`src/logic/disk_cmd_pkg.sv`:
```
package disk_cmd_pkg;
  localparam int WORD_W = 16;
  // control block return word indices
  localparam logic [3:0] CB_STATUS_IDX = 4'hb;
  localparam logic [3:0] CB_ERROR_IDX  = 4'he;
  localparam logic [3:0] CB_UNIT_IDX   = 4'hf;
  // control block status word bits
  localparam int ST_HARD     = 0;
  localparam int ST_INTERP   = 1;
  localparam int ST_SOFT     = 2;
  localparam int ST_ECC_FIX  = 4;
  localparam int ST_ECC_FAIL = 5;
  localparam int ST_RELOC    = 6;
  localparam int ST_DONE     = 15;
  // control block error word bits
  localparam int ER_IFACE    = 1;
  localparam int ER_DRIVE    = 5;
  localparam int ER_CH_TMO   = 6;
  localparam int ER_END_ADDR = 7;
  localparam int ER_VERIFY   = 11;
  localparam int ER_CHAN     = 12;
  localparam int ER_ECC      = 14;
  localparam int ER_HDR      = 15;
  // unit status word bits
  localparam int US_READY    = 2;
  localparam int US_UNIT_LO  = 6;
  // programmed-command error register bits
  localparam int PE_END_ADDR = 7;
  localparam int PE_CHAN     = 12;
  // completion and command status register layouts
  localparam int CODE_LSB    = 6;
  localparam int SYNC_FLAG   = 5;
  localparam int CS_BUSY     = 0;
  localparam int CS_LIST     = 1;
  // asynchronous codes, octal value in the comment
  localparam logic [9:0] CODE_NULL       = 10'h000; // 0
  localparam logic [9:0] CODE_SOFT       = 10'h002; // 2
  localparam logic [9:0] CODE_HARD       = 10'h003; // 3
  localparam logic [9:0] CODE_IBIT       = 10'h004; // 4
  localparam logic [9:0] CODE_CLEAN      = 10'h005; // 5
  localparam logic [9:0] CODE_SBIT       = 10'h007; // 7
  localparam logic [9:0] CODE_NOT_ZERO   = 10'h008; // 10
  localparam logic [9:0] CODE_ILLEGAL    = 10'h009; // 11
  localparam logic [9:0] CODE_BAD_PAGE   = 10'h00d; // 15
  localparam logic [9:0] CODE_BAD_XFER   = 10'h00e; // 16
  localparam logic [9:0] CODE_UNWRITABLE = 10'h010; // 20
  localparam logic [9:0] CODE_UNREADABLE = 10'h011; // 21
  // programmed commands
  localparam logic [3:0] PIO_SYSGEN      = 4'h0;
  localparam logic [3:0] PIO_EXT_STATUS  = 4'h1;
  localparam logic [3:0] PIO_START       = 4'h2;
  localparam logic [3:0] PIO_START_HP    = 4'h3;
  localparam logic [3:0] PIO_CANCEL      = 4'h4;
  localparam logic [3:0] PIO_CANCEL_HP   = 4'h5;
  localparam logic [3:0] PIO_GET         = 4'h6;
  localparam logic [3:0] PIO_SET         = 4'h7;
  localparam logic [3:0] PIO_PLOAD       = 4'h8;
  localparam logic [3:0] PIO_RESET       = 4'h9;
  // block commands
  localparam logic [3:0] CB_READ         = 4'h0;
  localparam logic [3:0] CB_READ_VERIFY  = 4'h1;
  localparam logic [3:0] CB_READ_RAW     = 4'h2;
  localparam logic [3:0] CB_READ_HEADERS = 4'h3;
  localparam logic [3:0] CB_WRITE        = 4'h4;
  localparam logic [3:0] CB_WRITE_VERIFY = 4'h5;
  localparam logic [3:0] CB_WRITE_VER_SW = 4'h6;
  // microcode revision returned to software
  localparam logic [15:0] UCODE_REV_HI   = 16'h0001;
  localparam logic [15:0] UCODE_REV_LO   = 16'h0000;
endpackage

```
`src/logic/cb_writeback.sv`:
```
`timescale 1ns/100ps
`default_nettype none
module cb_writeback
  import disk_cmd_pkg::*;
(
  input  wire logic        clk_in,
  input  wire logic        rst_in,
  input  wire logic        start_in,
  input  wire logic [15:0] status_in,
  input  wire logic [15:0] error_in,
  input  wire logic [15:0] unit_in,
  input  wire logic        mem_ready_in,
  input  wire logic        mem_error_in,
  output logic             mem_valid_out,
  output logic [3:0]       mem_index_out,
  output logic [15:0]      mem_data_out,
  output logic             done_out,
  output logic             fail_out
);
  logic [1:0]  step_q;
  logic [15:0] st_q;
  logic [15:0] er_q;
  logic [15:0] un_q;
  logic        acc;

  assign acc = mem_valid_out && mem_ready_in;

  // status word goes last and alone carries done, so no partial view
  always_ff @(posedge clk_in or posedge rst_in) begin
    if (rst_in) begin
      mem_valid_out <= 1'b0;
      step_q        <= 2'h0;
      mem_index_out <= 4'h0;
      mem_data_out  <= 16'h0000;
      st_q          <= 16'h0000;
      er_q          <= 16'h0000;
      un_q          <= 16'h0000;
    end else if (start_in) begin
      mem_valid_out <= 1'b1;
      step_q        <= 2'h0;
      st_q          <= status_in | (16'h0001 << ST_DONE);
      er_q          <= error_in;
      un_q          <= unit_in;
      mem_index_out <= CB_ERROR_IDX;
      mem_data_out  <= error_in;
    end else if (acc) begin
      step_q <= step_q + 2'h1;
      if (mem_error_in || step_q == 2'h2) begin
        mem_valid_out <= 1'b0;
      end else if (step_q == 2'h0) begin
        mem_index_out <= CB_UNIT_IDX;
        mem_data_out  <= un_q;
      end else begin
        mem_index_out <= CB_STATUS_IDX;
        mem_data_out  <= st_q;
      end
    end
  end

  always_ff @(posedge clk_in or posedge rst_in) begin
    if (rst_in) begin
      done_out <= 1'b0;
      fail_out <= 1'b0;
    end else begin
      done_out <= acc && (mem_error_in || step_q == 2'h2);
      fail_out <= acc && mem_error_in;
    end
  end
endmodule
`default_nettype wire

```
`src/logic/disk_cmd_status.sv`:
```
// Operation
// - ext status unit 0 returns revision; sysgen nop
// - ext status 1-3, hp cancel nop; hp start
// - verify reads nop, raw/headers illegal, verify-write writes
// - async interrupt on list done, request-flagged block done or error
// - sync interrupt per programmed command when enabled
// - sync outranks async and replaces its status
// - async code sits in completion bits 6-15
// - async codes 0,2,3,4,5,7 as defined
// - codes 10,11,20 plus unreadable, page, transfer
// - failed get/set/load sets bit 7 or 12
// - write words 11, 14, 15 into block
// - block status bits 0,1,2,4,5,6, done on top
// - block error bits 1,5,6,7,11,12,14,15
// - interface fault from any listed cause
// - drive error from any listed cause
// - unit word: ready bit 2, unit 6-7
// - status shows state, list started, completion, code
`timescale 1ns/100ps
`default_nettype none
module disk_cmd_status
  import disk_cmd_pkg::*;
(
  input  wire logic        clk_in,
  input  wire logic        rst_in,
  input  wire logic        pio_valid_in,
  input  wire logic [3:0]  pio_cmd_in,
  input  wire logic [1:0]  pio_unit_in,
  input  wire logic        pio_fail_in,
  input  wire logic        pio_end_addr_err_in,
  input  wire logic        pio_chan_err_in,
  input  wire logic        sync_int_enable_in,
  input  wire logic        irq_ack_in,
  input  wire logic        cb_valid_in,
  output logic             cb_ready_out,
  input  wire logic [3:0]  cb_cmd_in,
  input  wire logic [1:0]  cb_unit_in,
  input  wire logic [15:0] cb_entry_status_in,
  input  wire logic        cb_last_in,
  input  wire logic        cb_ibit_in,
  input  wire logic        cb_sbit_in,
  input  wire logic        cb_unreadable_in,
  input  wire logic        cb_bad_page_in,
  input  wire logic        cb_bad_xfer_in,
  output logic             exec_start_out,
  output logic             exec_write_out,
  input  wire logic        exec_done_in,
  input  wire logic        exec_hard_in,
  input  wire logic        exec_soft_in,
  input  wire logic        exec_ecc_fixed_in,
  input  wire logic        exec_ecc_failed_in,
  input  wire logic        exec_relocated_in,
  input  wire logic [5:0]  iface_cause_in,
  input  wire logic [5:0]  drive_cause_in,
  input  wire logic        chan_timeout_in,
  input  wire logic        end_addr_err_in,
  input  wire logic        verify_err_in,
  input  wire logic        chan_err_in,
  input  wire logic        ecc_detected_in,
  input  wire logic        header_err_in,
  input  wire logic        drive_ready_in,
  output logic             mem_valid_out,
  input  wire logic        mem_ready_in,
  input  wire logic        mem_error_in,
  output logic [3:0]       mem_index_out,
  output logic [15:0]      mem_data_out,
  output logic [15:0]      data_in_first_register_out,
  output logic [15:0]      data_in_second_register_out,
  output logic [15:0]      pio_error_status_out,
  output logic [15:0]      completion_status_out,
  output logic [15:0]      command_status_out,
  output logic             sync_irq_out,
  output logic             async_irq_out
);
  typedef enum logic [1:0] {S_IDLE, S_EXEC, S_WB} state_e;

  state_e      state_q;
  logic        list_q;
  logic [1:0]  unit_q;
  logic        last_q;
  logic        ibit_q;
  logic        sbit_q;
  logic        abort_q;
  logic [9:0]  code_q;
  logic [15:0] status_q;
  logic [15:0] error_q;
  logic        wb_start_q;
  logic        wb_done;
  logic        wb_fail;
  logic        sync_pend_q;
  logic        async_pend_q;
  logic [9:0]  async_code_q;
  logic [15:0] sync_word_q;
  logic [15:0] unit_word;
  logic        cb_take;
  logic        interp;
  logic [9:0]  interp_code;
  logic        fin;
  logic [9:0]  fin_code;
  logic        fin_abort;
  logic        async_evt;
  logic        sync_evt;

  // 0 read, 1 write, 2 no-op, 3 illegal
  function automatic logic [1:0] cb_class(input logic [3:0] cmd);
    case (cmd)
      CB_READ_VERIFY, CB_WRITE_VER_SW: cb_class = 2'h2;
      CB_READ_RAW, CB_READ_HEADERS:    cb_class = 2'h3;
      CB_WRITE, CB_WRITE_VERIFY:       cb_class = 2'h1;
      default:                         cb_class = 2'h0;
    endcase
  endfunction

  // mid-list blocks without the request flag stay silent
  function automatic logic [9:0] clean_code(input logic ib, input logic ls);
    if (ib) begin
      clean_code = CODE_IBIT;
    end else if (ls) begin
      clean_code = CODE_CLEAN;
    end else begin
      clean_code = CODE_NULL;
    end
  endfunction

  assign cb_ready_out = (state_q == S_IDLE) && list_q;
  assign cb_take      = cb_valid_in && cb_ready_out;
  assign sync_evt     = pio_valid_in && sync_int_enable_in;

  always_comb begin
    interp      = 1'b1;
    interp_code = CODE_NULL;
    if (cb_entry_status_in != 16'h0000) begin
      interp_code = CODE_NOT_ZERO;
    end else if (cb_class(cb_cmd_in) == 2'h3) begin
      interp_code = CODE_ILLEGAL;
    end else if (cb_bad_page_in) begin
      interp_code = CODE_BAD_PAGE;
    end else if (cb_bad_xfer_in) begin
      interp_code = CODE_BAD_XFER;
    end else begin
      interp = 1'b0;
    end
  end

  // an unreadable block cannot take status, so it finishes at once
  always_comb begin
    fin       = wb_done;
    fin_code  = wb_fail ? CODE_UNWRITABLE : code_q;
    fin_abort = wb_fail || abort_q;
    if (cb_take && cb_unreadable_in) begin
      fin       = 1'b1;
      fin_code  = CODE_UNREADABLE;
      fin_abort = 1'b1;
    end
  end
  assign async_evt = fin && (fin_code != CODE_NULL);

  always_ff @(posedge clk_in or posedge rst_in) begin
    if (rst_in) begin
      state_q    <= S_IDLE;
      wb_start_q <= 1'b0;
    end else begin
      wb_start_q <= 1'b0;
      case (state_q)
        S_IDLE: begin
          if (cb_take && !cb_unreadable_in) begin
            if (interp || cb_class(cb_cmd_in) == 2'h2) begin
              state_q    <= S_WB;
              wb_start_q <= 1'b1;
            end else begin
              state_q <= S_EXEC;
            end
          end
        end
        S_EXEC: begin
          if (exec_done_in) begin
            state_q    <= S_WB;
            wb_start_q <= 1'b1;
          end
        end
        S_WB: begin
          if (wb_done) begin
            state_q <= S_IDLE;
          end
        end
        default: state_q <= S_IDLE;
      endcase
    end
  end

  always_ff @(posedge clk_in or posedge rst_in) begin
    if (rst_in) begin
      exec_start_out <= 1'b0;
      exec_write_out <= 1'b0;
    end else begin
      exec_start_out <= cb_take && !cb_unreadable_in && !interp &&
                        (cb_class(cb_cmd_in) <= 2'h1);
      if (cb_take) begin
        exec_write_out <= cb_class(cb_cmd_in) == 2'h1;
      end
    end
  end

  always_ff @(posedge clk_in or posedge rst_in) begin
    if (rst_in) begin
      unit_q   <= 2'h0;
      last_q   <= 1'b0;
      ibit_q   <= 1'b0;
      sbit_q   <= 1'b0;
      abort_q  <= 1'b0;
      code_q   <= CODE_NULL;
      status_q <= 16'h0000;
      error_q  <= 16'h0000;
    end else if (cb_take) begin
      unit_q   <= cb_unit_in;
      last_q   <= cb_last_in;
      ibit_q   <= cb_ibit_in;
      sbit_q   <= cb_sbit_in;
      abort_q  <= interp;
      code_q   <= interp ? interp_code : clean_code(cb_ibit_in, cb_last_in);
      status_q <= interp ? (16'h0001 << ST_INTERP) : 16'h0000;
      error_q  <= 16'h0000;
    end else if (state_q == S_EXEC && exec_done_in) begin
      status_q <= (16'(exec_hard_in)       << ST_HARD)
                | (16'(exec_soft_in)       << ST_SOFT)
                | (16'(exec_ecc_fixed_in)  << ST_ECC_FIX)
                | (16'(exec_ecc_failed_in) << ST_ECC_FAIL)
                | (16'(exec_relocated_in)  << ST_RELOC);
      error_q  <= (16'(|iface_cause_in)    << ER_IFACE)
                | (16'(|drive_cause_in)    << ER_DRIVE)
                | (16'(chan_timeout_in)    << ER_CH_TMO)
                | (16'(end_addr_err_in)    << ER_END_ADDR)
                | (16'(verify_err_in)      << ER_VERIFY)
                | (16'(chan_err_in)        << ER_CHAN)
                | (16'(ecc_detected_in)    << ER_ECC)
                | (16'(header_err_in)      << ER_HDR);
      if (exec_hard_in) begin
        code_q  <= CODE_HARD;
        abort_q <= 1'b1;
      end else if (exec_soft_in && sbit_q) begin
        code_q  <= CODE_SBIT;
        abort_q <= 1'b1;
      end else if (exec_soft_in) begin
        code_q <= CODE_SOFT;
      end else begin
        code_q <= clean_code(ibit_q, last_q);
      end
    end
  end

  assign unit_word = (16'(unit_q) << US_UNIT_LO)
                   | (16'(drive_ready_in) << US_READY);

  cb_writeback u_wb (
    .clk_in        (clk_in),
    .rst_in        (rst_in),
    .start_in      (wb_start_q),
    .status_in     (status_q),
    .error_in      (error_q),
    .unit_in       (unit_word),
    .mem_ready_in  (mem_ready_in),
    .mem_error_in  (mem_error_in),
    .mem_valid_out (mem_valid_out),
    .mem_index_out (mem_index_out),
    .mem_data_out  (mem_data_out),
    .done_out      (wb_done),
    .fail_out      (wb_fail)
  );

  // a start in the same cycle as a list end keeps the list running
  always_ff @(posedge clk_in or posedge rst_in) begin
    if (rst_in) begin
      list_q <= 1'b0;
    end else if (pio_valid_in && (pio_cmd_in == PIO_START ||
                                  pio_cmd_in == PIO_START_HP)) begin
      list_q <= 1'b1;
    end else if (pio_valid_in && (pio_cmd_in == PIO_CANCEL ||
                                  pio_cmd_in == PIO_RESET)) begin
      list_q <= 1'b0;
    end else if (fin && (fin_abort || last_q)) begin
      list_q <= 1'b0;
    end
  end

  always_ff @(posedge clk_in or posedge rst_in) begin
    if (rst_in) begin
      data_in_first_register_out  <= 16'h0000;
      data_in_second_register_out <= 16'h0000;
    end else if (pio_valid_in && pio_cmd_in == PIO_EXT_STATUS &&
                 pio_unit_in == 2'h0) begin
      data_in_first_register_out  <= UCODE_REV_HI;
      data_in_second_register_out <= UCODE_REV_LO;
    end
  end

  always_ff @(posedge clk_in or posedge rst_in) begin
    if (rst_in) begin
      pio_error_status_out <= 16'h0000;
    end else if (pio_valid_in && (pio_cmd_in == PIO_GET ||
                 pio_cmd_in == PIO_SET || pio_cmd_in == PIO_PLOAD)) begin
      pio_error_status_out <= pio_fail_in ?
        ((16'(pio_end_addr_err_in) << PE_END_ADDR) |
         (16'(pio_chan_err_in) << PE_CHAN)) : 16'h0000;
    end
  end

  // software must read completion before the next command overwrites it
  always_ff @(posedge clk_in or posedge rst_in) begin
    if (rst_in) begin
      sync_pend_q <= 1'b0;
      sync_word_q <= 16'h0000;
    end else if (sync_evt) begin
      sync_pend_q <= 1'b1;
      sync_word_q <= (16'h0001 << SYNC_FLAG) | 16'(pio_cmd_in);
    end else if (irq_ack_in) begin
      sync_pend_q <= 1'b0;
    end
  end

  // a fresh async event survives a same-cycle sync; older info is replaced
  always_ff @(posedge clk_in or posedge rst_in) begin
    if (rst_in) begin
      async_pend_q <= 1'b0;
      async_code_q <= CODE_NULL;
    end else if (async_evt) begin
      async_pend_q <= 1'b1;
      async_code_q <= fin_code;
    end else if (sync_evt) begin
      async_pend_q <= 1'b0;
      async_code_q <= CODE_NULL;
    end else if (irq_ack_in && !sync_pend_q) begin
      async_pend_q <= 1'b0;
    end
  end

  assign sync_irq_out  = sync_pend_q;
  assign async_irq_out = async_pend_q && !sync_pend_q;
  assign completion_status_out = sync_pend_q ? sync_word_q :
    {async_code_q, 6'h00};
  assign command_status_out = (16'(state_q != S_IDLE) << CS_BUSY)
                            | (16'(list_q) << CS_LIST);
endmodule
`default_nettype wire

```
`config.mk`:
```
export PLATFORM = sky130hd
export DESIGN_NAME = disk_cmd_status
export DESIGN_NICKNAME = d
export VERILOG_FILES = /design/src/logic/disk_cmd_pkg.sv /design/src/logic/cb_writeback.sv /design/src/logic/disk_cmd_status.sv
export SDC_FILE = /design/constraint.sdc
export NUM_CORES = 1
export LEC_CHECK = 0
export ABC_CLOCK_PERIOD_IN_PS = 2000
export BUFFER_PORTS_ARGS = -buffer_cell sky130_fd_sc_hd__buf_2
export CAP_MARGIN = 15
export CORE_ASPECT_RATIO = 0.75
export CORE_MARGIN = 10
export CORE_UTILIZATION = 40
export DETAILED_ROUTE_END_ITERATION = 10
export PLACE_DENSITY_LB_ADDON = 0.15
export SYNTH_ARGS = -nofsm -noshare
export SYNTH_HDL_FRONTEND = slang
export SYNTH_HIERARCHICAL = 1
export SYNTH_SLANG_ARGS = --single-unit
```
`constraint.sdc`:
```
create_clock -name clk_in -period 2 [get_ports clk_in]
set_input_delay 0.4 -clock clk_in [delete_from_list [all_inputs] [get_ports clk_in]]
set_output_delay 0.4 -clock clk_in [all_outputs]
set_load 0.02 [all_outputs]
```
# Word level (Yosys, flattened, before mapping)
# Index checks and enable logic that the tools add are counted.
[word_totals] regBits=144 input_bits=70 wordCells=192
[classes] addsub=1 order_cmp=1 eq_ne=24 n_mux=70 bitwise_logic=14 reduce_logical=55
[ops] operator="$mux W16" count=7
[ops] operator="$mux W10" count=9
[ops] operator="$mux W15" count=2
[ops] operator="$eq A4 B3 Y1 const B" count=6
[ops] operator="$mux W1" count=24
[ops] operator="$mux W3" count=8
[ops] operator="$mux W2" count=11
[ops] operator="$logic_and A1 B1 Y1" count=21
[ops] operator="$mux W4" count=5
[ops] operator="$eq A4 B2 Y1 const B" count=4
[ops] operator="$or A15 B16 Y16" count=1
[ops] operator="$reduce_bool A16 Y1" count=1
[ops] operator="$or A13 B15 Y15" count=1
[ops] operator="$or A6 B7 Y7" count=2
[ops] operator="$mux W13" count=1
[ops] operator="$or A12 B13 Y13" count=1
[ops] operator="$or A8 B13 Y13" count=1
[ops] operator="$or A8 B12 Y12" count=1
[ops] operator="$pmux W2 S3" count=2
[ops] operator="$reduce_bool A2 Y1" count=6
[ops] operator="$reduce_or A6 Y1" count=2
[ops] operator="$reduce_bool A10 Y1" count=1
[ops] operator="$reduce_bool A3 Y1" count=3
[ops] operator="$eq A2 B2 Y1 const B" count=4
[ops] operator="21 further kinds" count=41

# Logic depth before layout (Yosys ltp)
[logic_depth] ltp_word=11 depth_mapped=7

# Hierarchy
# Netlist, hierarchy kept.
[modules_own_cells] module="disk_cmd_status" n_inst=1 cells_each=286 area_per_inst_um2=2600.0
[modules_own_cells] module="cb_writeback" n_inst=1 cells_each=187 area_per_inst_um2=2488.6

# Least setup slack after synthesis
# OpenSTA, ideal clock, no wires.
[synth_timing] path_type="in2reg" start="input cb_entry_status_in[2]" end="register state_q[0]" setup_ns=0.095 t_arrival_ns=1.459 required_ns=1.905 slack_ns=0.445 stages=4 cell_sequence="nor4_1 nand4_1 or3_1 o32ai_2"
[synth_via] elab_chain_len=6
[synth_rtl] item="start: declaration" line_no="disk_cmd_status.sv:38" source="input wire logic [15:0] cb_entry_status_in,"
[synth_rtl] item="$reduce_bool A16 Y1" line_no="disk_cmd_status.sv:132" source="if (cb_entry_status_in != 16'h0000) begin"
[synth_rtl] item="$mux W1" line_no="disk_cmd_status.sv:132"
[synth_rtl] item="$logic_or A1 B1 Y1" line_no="disk_cmd_status.sv:167" source="if (interp || cb_class(cb_cmd_in) == 2'h2) begin"
[synth_rtl] item="$mux W2" line_no="disk_cmd_status.sv:167"
[synth_rtl] item="$mux W2" line_no="disk_cmd_status.sv:166" source="if (cb_take && !cb_unreadable_in) begin"
[synth_rtl] item="$pmux W2 S3" line_no="disk_cmd_status.sv:164" source="case (state_q)"
[synth_rtl] item="end signal: assignment" line_no="disk_cmd_status.sv:168" source="state_q <= S_WB;"
[synth_rtl] item="end signal: assignment" line_no="disk_cmd_status.sv:171" source="state_q <= S_EXEC;"
[synth_rtl] item="end signal: assignment" line_no="disk_cmd_status.sv:177" source="state_q <= S_WB;"
[synth_rtl] item="end: declaration" line_no="disk_cmd_status.sv:77" source="state_e state_q;"
# Every way passes these cells. The select of a mux whose other input is x is not followed.
# A chain may end at the register's enable or synchronous reset.

# Worst setup path after layout
[layout_timing] start="register state_q[0]" end="output cb_ready_out"
[layout_via] elab_chain_len=2
[layout_rtl] item="start signal: assignment" line_no="disk_cmd_status.sv:160" source="state_q <= S_IDLE;"
[layout_rtl] item="start signal: assignment" line_no="disk_cmd_status.sv:168"
[layout_rtl] item="start signal: assignment" line_no="disk_cmd_status.sv:171"
[layout_rtl] item="$logic_not A2 Y1" line_no="disk_cmd_status.sv:125" source="assign cb_ready_out = (state_q == S_IDLE) && list_q;"
[layout_rtl] item="$logic_and A1 B1 Y1" line_no="disk_cmd_status.sv:125"
[layout_rtl] item="end: declaration" line_no="disk_cmd_status.sv:35" source="output logic cb_ready_out,"
# Every way passes these cells.

==> parameters.txt <==
Parameter                              Value

Critical path
  Largest fanout of any net on the critical path    7
  Capturing element type of the critical path    output pin
  Largest incremental delay on the critical path    430 ps
  Data arrival time of the critical path    1350 ps
  Critical path start-end classification    register to output pin
  R2R depth    5
  Critical path required time    1600 ps
  Launching element type of the critical path    register
  Destination of the worst register-to-register timing path    u_wb/mem_data_out[15]
  Slowest-stage cell, CP    sky130_fd_sc_hd__dfrtp_1
  Flop2flop setup slack    280 ps
  Sequence of cells on the critical path    or2_2 > nor2_1 > buf_2
  Worst reg2reg path startpoint    u_wb/step_q[0]

STA
  Period utilization    87.3%
  Minimum setup slack in the final design    254 ps
  Peak Freq    573 MHz
  Period minus WS final    1750 ps
  Slew @ Worst Pin    538 ps
  Hold Vio Cnt, Final    0
  Slew margin rel.    64.1%
  Worst Clk Skew    11.4 ps
  Max-slew violation count    0
  Final setup viols    0
  Unrepaired setup endpoints after global routing    no
  TNS Setup    0 ps

Clock network
  Clock sink count    101
  Post-CTS clock slew at the launch and capture registers of the worst setup and hold paths    70 ps
  Cts bufs inserted    9
  Number of levels in the clock H-tree    3
  Max clock buf depth    2
  Count of hold buffers inserted by post-cts repair    0
  Clock root buffer master    sky130_fd_sc_hd__clkbuf_16
  Worst-Skew Late Latency    340 ps
  Number of setup buffers added after CTS    0
  TritonCTS clock tree    built
  Quantity of gates resized following cts    0

Die
  Core box area    12300 µm²
  Vertical die dimension    118 µm
  Die width    150 µm
  Initial Utilization    41.2%
  Placement Rows    35
  Total Die Area    17700 µm²
  I/O pin cnt    176

Placement
  Input/output buffers    110
  Final GP Congestion    0.786
  Post-Place Cells    766
  Placement-stage worst setup slack    96.5 ps
  HPWL after DPL    9440 µm

Route
  Wire length per cell    15.7 µm
  Remaining DRCs    0
  Length of the first detailed-routing pass in iterations    4
  Routed via count    3610
  Total Routed Length    12300 µm
  Antenna-violating nets left    0
  Count of routing violations after the opening detailed-route iteration    212
  Vias per cell    4.61

GRT
  Number of antenna violations at the first check in global routing    1
  Via count of the first global-routing pass    4016
  Pin count of the biggest net entering global routing    57
  GR Util All Layers    13.9%
  Global-route wire length before repair    20000 µm
  Global-route congestion overflow total    0

Cells and area
  Layout net count    683
  Final cell count without fillers    783
  Post-synthesis to final-layout area growth    18.6%
  Final core occ    48.9%
  Share of post-route cells with drive strength above 1    32.5%

Logic synthesis
  Number of warning messages in the yosys log    6
  Largest family of logic cells by synthesized area    multiplexers
  Synth Flop Type    sky130_fd_sc_hd__dfrtp_1
  Synth async-reset ratio    100%
  EDFF count, synth    0
  Share of synthesized area spent on multiplexers    14.4%
  Number of synthesized register bits    101
  Synthesized area per cell    10.8 µm²
  Compound-Gate Fraction of Synth Area    8.80%
  Fraction of the mapped netlist area in adder cells    0.492%
  Number of distinct standard cells referenced by the synthesized netlist    52
  Basic-gate share of the synthesized area counting and, or, nand and nor cells    13.1%
  Cell count after synthesis    473
  Post-synthesis share of cell area spent on xor and xnor gates    0.172%
  Part of the Yosys area used for sequential elements    49.7%
  Syn Std Cell Area    5090 µm²

Power
  Leakage power    2.97 nW
  Maximum VDD drop    0.517 mV
  Power density normalized to cell area    1200 nW/µm²

Outcome
  Result of the run    complete, no violations

Worst hold path
  Hold Path Class    primary input to async pin

Run
  Max capacitance violation total    0
power breakdown:
part           leakage, nW  total [mW]  switching, mW  internal, mW
combinational         1.52        2.33           1.24          1.09
clock                0.156        1.88          0.744          1.13
sequential            1.29        3.02          0.363          2.66
per-layer routing:
metal | share of wire [%] | routed length [µm] | GRT usage (%) | vias up
met2 | 45 | 5570 | 21.6 | 139
met5 | 0 | 0 | 0 | -
li1 | - | - | - | 1747
met3 | 7.4 | 912 | 4.61 | 13
met4 | 1.6 | 199 | 4.61 | 0
met1 | 46 | 5610 | 17.7 | 1711
cells by family after synthesis:
logic type | after synthesis
simple gates | 133
compound gates | 70
mux | 67
fa+ha+maj | 2
buf+inv | 98
xor+xnor | 1
other cells | 1
flops | 101
cells in the final DEF (no fill, tap or decap), drive strengths merged, types with 4 or more instances in the layout:
cell	Yosys	layout
nor3	4	4
mux2	51	51
o21ai	31	31
a21oi	15	15
nor2	15	15
inv	11	12
conb	1	95
dfrtp	101	101
nand3	5	5
nor2b	8	8
and2	6	6
buf	77	120
nand2	65	65
clkbuf	10	11
nor4	9	9
mux2i	16	16
synth_stat cells (all sizes together) (8+ instances only):
master / n / area, µm²
dfrtp: 101 / 2530
inv: 11 / 41.3
mux2: 51 / 574
buf: 77 / 594
mux2i: 16 / 160
nor2b: 8 / 57.6
o21ai: 31 / 155
a21oi: 15 / 75.1
nand2: 65 / 244
clkbuf: 10 / 37.5
nor4: 9 / 56.3
nor2: 15 / 56.3
how the worst max path moves through the flow:
stage | to | slack [ps] | cells after the start | startpoint
final | cb_ready_out | 250 | 3 | state_q[0]
after global routing | u_wb/mem_data_out[12] | 140 | 5 | u_wb/step_q[0]
after CTS | cb_ready_out | 220 | 3 | state_q[0]
after detailed placement | state_q[0] | 100 | 5 | cb_entry_status_in[1]
after global placement | state_q[0] | 150 | 5 | cb_entry_status_in[1]
after floorplan | u_wb/done_out | 230 | 1 | rst_in
layout make-up:
type,count,area (µm²)
antenna,1,2.50
clock buffer,11,243
clock inverter,5,81.3
fill,1183,6320
inverter,11,41.3
multi-input combinational,368,2240
sequential,101,2530
tap,166,208
timing repair buffer,120,688
metrics by stage:
stage                     hold WS, ps  area (µm²)  power [mW]
after CTS                         121        6030        7.34
final                             113        6030        7.23
after floorplan                   425        5440        4.81
after global routing              133        6030        7.70
after global placement            442        5710        5.34
after detailed placement          455        5710        5.43
critical path, delay by kind of cell, from the launching register on:
| family | cells | cell delay (ps) |
|---|---|---|
| buf+inv | 1 | 160 |
| flops | 1 | 430 |
| simple gates | 2 | 410 |
sequential cells by signal (all words and copies together), names as in the netlist, 3 cells and up:
register            flops
error_q                 8
u_wb/un_q              16
async_code_q            5
u_wb/mem_index_out      3
code_q                  4
u_wb/mem_data_out      16
status_q                6
u_wb/st_q              16
sync_word_q             5
Power figures use the tool's default switching activity.
